`src/hw/opdec_pkg.sv`:
```
// Package for the option-load and literal-return execute block.
// Assumes a 12-bit instruction word and an 8-bit working register.
`default_nettype none
package opdec_pkg;
  localparam int INSN_W = 12;
  localparam int DATA_W = 8;
  localparam int PC_W = 9;
  localparam logic [11:0] OPT_LOAD_OPCODE = 12'h002;
  localparam logic [3:0] RET_LIT_NIBBLE = 4'h8;
  localparam int NIBBLE_HI = 11;
  localparam int NIBBLE_LO = 8;
  localparam int LIT_HI = 7;
  localparam int LIT_LO = 0;
  localparam logic [7:0] WREG_RESET = 8'h00;
  localparam logic [7:0] CONFIG_RESET = 8'hFF;
  localparam logic [8:0] PC_RESET = 9'h000;
  localparam int OPT_CYCLES = 1;
  localparam int RET_CYCLES = 2;
endpackage
`default_nettype wire

```
`src/hw/opdec_decode.sv`:
```
// Opcode classifier for the option-load and literal-return instructions.
// Assumes the word presented is the one in the execute slot.
`timescale 1ns/1ps
`default_nettype none
module opdec_decode (
  input wire logic [opdec_pkg::INSN_W-1:0] insn,
  output logic is_opt_load,
  output logic is_ret_lit
);
  import opdec_pkg::*;
  always_comb begin
    is_opt_load = (insn == OPT_LOAD_OPCODE);
    is_ret_lit = (insn[NIBBLE_HI:NIBBLE_LO] == RET_LIT_NIBBLE);
  end
endmodule
`default_nettype wire

```
`src/hw/option_load_and_literal_return.sv`:
```
// Execute stage for the option-load and literal-return instructions.
// Assumes fetch presents one word per cycle with insn_valid and honours flush.
// Behaviour
// - Option-load copies working register, one cycle
// - Literal-return loads working register with literal
// - Literal-return pops stack top into counter
// - Literal-return takes two cycles, discards fetched word
`timescale 1ns/1ps
`default_nettype none
module option_load_and_literal_return (
  input wire logic clk,
  input wire logic rst,
  input wire logic [opdec_pkg::INSN_W-1:0] insn,
  input wire logic insn_valid,
  input wire logic [opdec_pkg::DATA_W-1:0] wreg_in,
  input wire logic [opdec_pkg::PC_W-1:0] stack_top,
  output logic [opdec_pkg::DATA_W-1:0] wreg,
  output logic wreg_we,
  output logic [opdec_pkg::DATA_W-1:0] config_reg,
  output logic config_we,
  output logic [opdec_pkg::PC_W-1:0] pc_load,
  output logic pc_we,
  output logic stack_pop,
  output logic flush,
  output logic status_we
);
  import opdec_pkg::*;

  typedef enum logic {S_RUN, S_DISCARD} phase_e;

  typedef struct packed {
    phase_e phase;
    logic [DATA_W-1:0] wreg;
    logic wreg_we;
    logic [DATA_W-1:0] config_reg;
    logic config_we;
    logic [PC_W-1:0] pc_load;
    logic pc_we;
    logic stack_pop;
    logic flush;
  } state_s;

  state_s st_r;
  state_s st_nxt;
  logic is_opt_load;
  logic is_ret_lit;

  opdec_decode u_dec (
    .insn(insn),
    .is_opt_load(is_opt_load),
    .is_ret_lit(is_ret_lit)
  );

  always_comb begin
    st_nxt = st_r;
    st_nxt.wreg_we = 1'b0;
    st_nxt.config_we = 1'b0;
    st_nxt.pc_we = 1'b0;
    st_nxt.stack_pop = 1'b0;
    st_nxt.flush = 1'b0;
    unique case (st_r.phase)
      S_RUN: begin
        if (insn_valid && is_opt_load) begin
          st_nxt.config_reg = wreg_in;
          st_nxt.config_we = 1'b1;
        end else if (insn_valid && is_ret_lit) begin
          st_nxt.wreg = insn[LIT_HI:LIT_LO];
          st_nxt.wreg_we = 1'b1;
          st_nxt.pc_load = stack_top;
          st_nxt.pc_we = 1'b1;
          st_nxt.stack_pop = 1'b1;
          st_nxt.flush = 1'b1;
          st_nxt.phase = S_DISCARD;
        end
      end
      S_DISCARD: begin
        // Second cycle: the prefetched word is dropped, never executed
        st_nxt.phase = S_RUN;
      end
    endcase
  end

  always_ff @(posedge clk or posedge rst) begin
    if (rst) begin
      st_r.phase <= S_RUN;
      st_r.wreg <= WREG_RESET;
      st_r.wreg_we <= 1'b0;
      st_r.config_reg <= CONFIG_RESET;
      st_r.config_we <= 1'b0;
      st_r.pc_load <= PC_RESET;
      st_r.pc_we <= 1'b0;
      st_r.stack_pop <= 1'b0;
      st_r.flush <= 1'b0;
    end else begin
      st_r <= st_nxt;
    end
  end

  assign wreg = st_r.wreg;
  assign wreg_we = st_r.wreg_we;
  assign config_reg = st_r.config_reg;
  assign config_we = st_r.config_we;
  assign pc_load = st_r.pc_load;
  assign pc_we = st_r.pc_we;
  assign stack_pop = st_r.stack_pop;
  assign flush = st_r.flush;
  // Tied low: these instructions must never disturb the flags
  assign status_we = 1'b0;
endmodule
`default_nettype wire

```
`config.mk`:
```
export PLATFORM = sky130hd
export DESIGN_NAME = option_load_and_literal_return
export DESIGN_NICKNAME = d
export VERILOG_FILES = /design/src/hw/opdec_pkg.sv /design/src/hw/opdec_decode.sv /design/src/hw/option_load_and_literal_return.sv
export SDC_FILE = /design/constraint.sdc
export NUM_CORES = 1
export LEC_CHECK = 0
export BUFFER_PORTS_ARGS = -buffer_cell sky130_fd_sc_hd__buf_4
export CAP_MARGIN = 20
export CORE_MARGIN = 2
export CORE_UTILIZATION = 40
export DETAILED_ROUTE_END_ITERATION = 12
export GPL_TIMING_DRIVEN = 0
export PLACE_DENSITY = 0.73
export SYNTH_ARGS = -nofsm -noshare
export SYNTH_HDL_FRONTEND = slang
export SYNTH_HIERARCHICAL = 1
export SYNTH_SLANG_ARGS = --single-unit
```
`constraint.sdc`:
```
create_clock -name clk -period 2.95 [get_ports clk]
set_input_delay 0.295 -clock clk [delete_from_list [all_inputs] [get_ports clk]]
set_output_delay 0.295 -clock clk [all_outputs]
set_load 0.05 [all_outputs]
```
==> impl_metrics.py <==
metrics = {
    "drt": {
        "drtPass1Iterations": 2,
        "num_vias": 783,
        "ant_nets": 0,
        "drc_errors": 0,
        "drt-total-wl_mm": 2.23,
        "detail_route.wl_per_cell_um": 13.3,
        "dr.first_iter.drc_count": 4,
        "vias_per_cell": 4.69,
    },
    "worst_setup_path": {
        "critical_path_peak_fanout": 10,
        "crit_path_start_kind": "primary input",
        "cp_top_family": "simple AND/OR/NAND/NOR gates",
        "crit_required_ps": 3170,
        "r2r_start": "flush$_DFF_PP0_",
        "cp_num_buf_inv": 3,
        "crit_slowest_cell": "mux2_4",
        "startpoint": "insn[7]",
        "crit_arrival_ps": 1720,
        "path_class": "primary input to flip-flop",
        "crit_chain": "buf_4 > nor4b_2 > and4_1 > and4bb_1 > buf_6 > buf_6 > mux2_4",
        "max_stage_delay_ps": 300,
        "r2r_cells": 4,
        "cp-end-kind": "flip-flop",
        "cp_common_cell": "buf_6",
        "regToRegSetupSlack_ps": 1480,
        "r2r-end": "wreg[0]$_DFFE_PP0P_",
    },
    "power_and_ir_drop": {
        "p_sw_uw": 399,
        "switching_share": 0.384,
        "p_int_uw": 641,
        "power.density_mw_per_mm2": 615,
        "p_seq_frac": 0.440,
        "power_frac_clock": 0.149,
        "power_uw": 1040,
        "power.leakage_uw": 0.000872,
        "p_comb_frac": 0.410,
        "irDropWorstVdd_mv": 0.502,
    },
    "clock_network": {
        "post_cts_buffers": 0,
        "cts-buffers-inserted": 3,
        "htreeDepth": 1,
        "clockBufferDepth": 2,
        "clockRootBuffer": "clkbuf_4",
        "cts_tree": "yes",
        "clkTransAtPathRegs_ps": 140,
        "clk_latency_ps": 310,
        "cts_num_sinks": 27,
    },
    "timing": {
        "fmax_ghz": 0.667,
        "timing.final.crit_period_ps": 1500,
        "slew_violations": 0,
        "timing.setup.tns_ps": 0,
        "fin_crit_sh": 0.508,
        "hold_viol": 0,
        "worst_clock_skew_ps": 1.52,
        "rsz0062_at_grt": "no",
        "setup_viol": 0,
        "fin_worst_hold_slack_ps": 198,
    },
    "floorplanning": {
        "start_util": 0.416,
        "dieArea_mm2": 0.00326,
        "core_area_mm2": 0.00271,
        "rows": 19,
        "io_pins": 63,
        "die_h_um": 57.1,
        "die_width_um": 57.1,
    },
    "synthesis": {
        "yosysSeqAreaShare": 0.608,
        "synth.distinct_cells": 15,
        "syn_inst": 69,
        "yosys_warnings": 6,
        "synth_top_cell_by_area": "dfrtp_1",
        "synth-seq-cells": 27,
        "yosysTopAreaCellShare": 0.421,
        "syn_nets": 101,
        "avgSynthCellArea_um2": 16.4,
        "yosys-top-cells-area": "dfrtp_1 42%, dfstp_2 19%, mux2_2 16%, mux2_4 12%, buf_4 2.7%",
        "syn_area_mm2": 0.00113,
    },
    "placed_design": {
        "dp.cells": 161,
        "io_buffers": 61,
        "dp_hpwl_mm": 1.76,
        "placed_area_mm2": 0.00163,
        "routabilityCongestion": 0.737,
    },
    "hold_path": {
        "hold_start": "stack_top[3]",
        "hold_depth": 2,
        "hold_path_end": "pc_load[3]$_DFFE_PP0P_",
        "hold_path.class": "primary input to flip-flop",
    },
    "cells_and_area": {
        "fin_area_mm2": 0.00169,
        "syn_to_final_growth_pct": 49.8,
        "fin_nets": 169,
        "post_route_cells_drive_above_1_share": 0.779,
        "final_cells": 167,
        "largest_reg_flops": 9,
        "antennaDiodeCount": 0,
    },
    "grt": {
        "grt_first_pass_wirelength_mm": 3.59,
        "grt_pass1_vias": 827,
        "antenna_found_initial": 0,
        "track_usage": 0.142,
        "grt_max_degree": 28,
        "grt_overflow": 0,
    },
    "run": {
        "max_cap_viol_count": 0,
    },
    "run_status": {
        "status": "finished clean",
    },
}
power groups by stage:
| stage | clock, uW | sequential [uW] | combinational [uW] |
|---|---|---|---|
| 2_1_floorplan | 0 | 662 | 82.5 |
| 3_3_place_gp | 0 | 461 | 420 |
| 3_5_place_dp | 0 | 463 | 426 |
| 4_1_cts | 163 | 458 | 425 |
| 5_1_grt | 175 | 466 | 442 |
| 6_report | 155 | 458 | 426 |
Yosys cell counts:
library cell,count
and4_1,1
dfrtp_1,19
inv_1,2
and2_1,1
nor2_1,1
nand3b_1,1
buf_6,2
dfstp_2,8
and4bb_1,1
mux2_2,16
buf_4,4
conb_1,1
nor4b_2,1
mux2_4,9
nor3_1,2
repair_timing:
action	in CTS	in global routing
hold buffers	0	1
gates resized for setup	0	0
endpoints found under the hold margin	0	1
stage by stage:
stage	setup slack, ps	utilization
3_3_place_gp	1130	0.600
4_1_cts	1460	0.610
2_1_floorplan	1320	-
6_report	1450	0.624
3_5_place_dp	1100	0.600
5_1_grt	1380	0.624
area by class of cell:
class                           instances  area (um2)
Clock buffer                            3        22.5
Tap cell                               31        38.8
Timing Repair Buffer                   63         495
Clock inverter                          1        5.00
Fill cell                             234        1020
Inverter                                2        7.51
Multi-Input combinational cell         34         383
Buffer                                  6        52.6
Sequential cell                        27         686
per-layer routing:
layer,GRT usage,share of wire,vias up
li1,-,-,371
met3,0.0272,0.078,2
met4,0.0598,0.0085,0
met1,0.170,0.38,379
met5,0,0,-
met2,0.250,0.54,31
cells by family (layout without fill, tap and decap cells):
family,Yosys count,in the layout,synth area share
buffers and inverters,8,75,0.0532
multiplexers,25,25,0.279
other,1,1,0.00332
AND/OR/NAND/NOR,8,8,0.0565
flip-flops,27,27,0.608
cells in the final DEF (no fill, tap or decap), types with 2 or more instances in the layout:
| master | netlist | final |
|---|---|---|
| nor3_1 | 2 | 2 |
| clkbuf_4 | 0 | 3 |
| mux2_4 | 9 | 9 |
| dfstp_2 | 8 | 8 |
| buf_6 | 2 | 2 |
| inv_1 | 2 | 2 |
| mux2_2 | 16 | 16 |
| dfrtp_1 | 19 | 19 |
| buf_4 | 4 | 65 |
worst max-delay path by stage:
stage	endpoint	slack, ps	cells past startpoint
5_1_grt	pc_load[1]$_DFFE_PP0P_	1380	7
6_report	wreg[0]$_DFFE_PP0P_	1450	7
2_1_floorplan	pc_load[0]$_DFFE_PP0P_	1320	6
3_3_place_gp	wreg[0]$_DFFE_PP0P_	1130	7
4_1_cts	pc_load[0]$_DFFE_PP0P_	1460	4
3_5_place_dp	pc_load[0]$_DFFE_PP0P_	1100	7
Note: power is estimated with default switching activity, not from simulation.
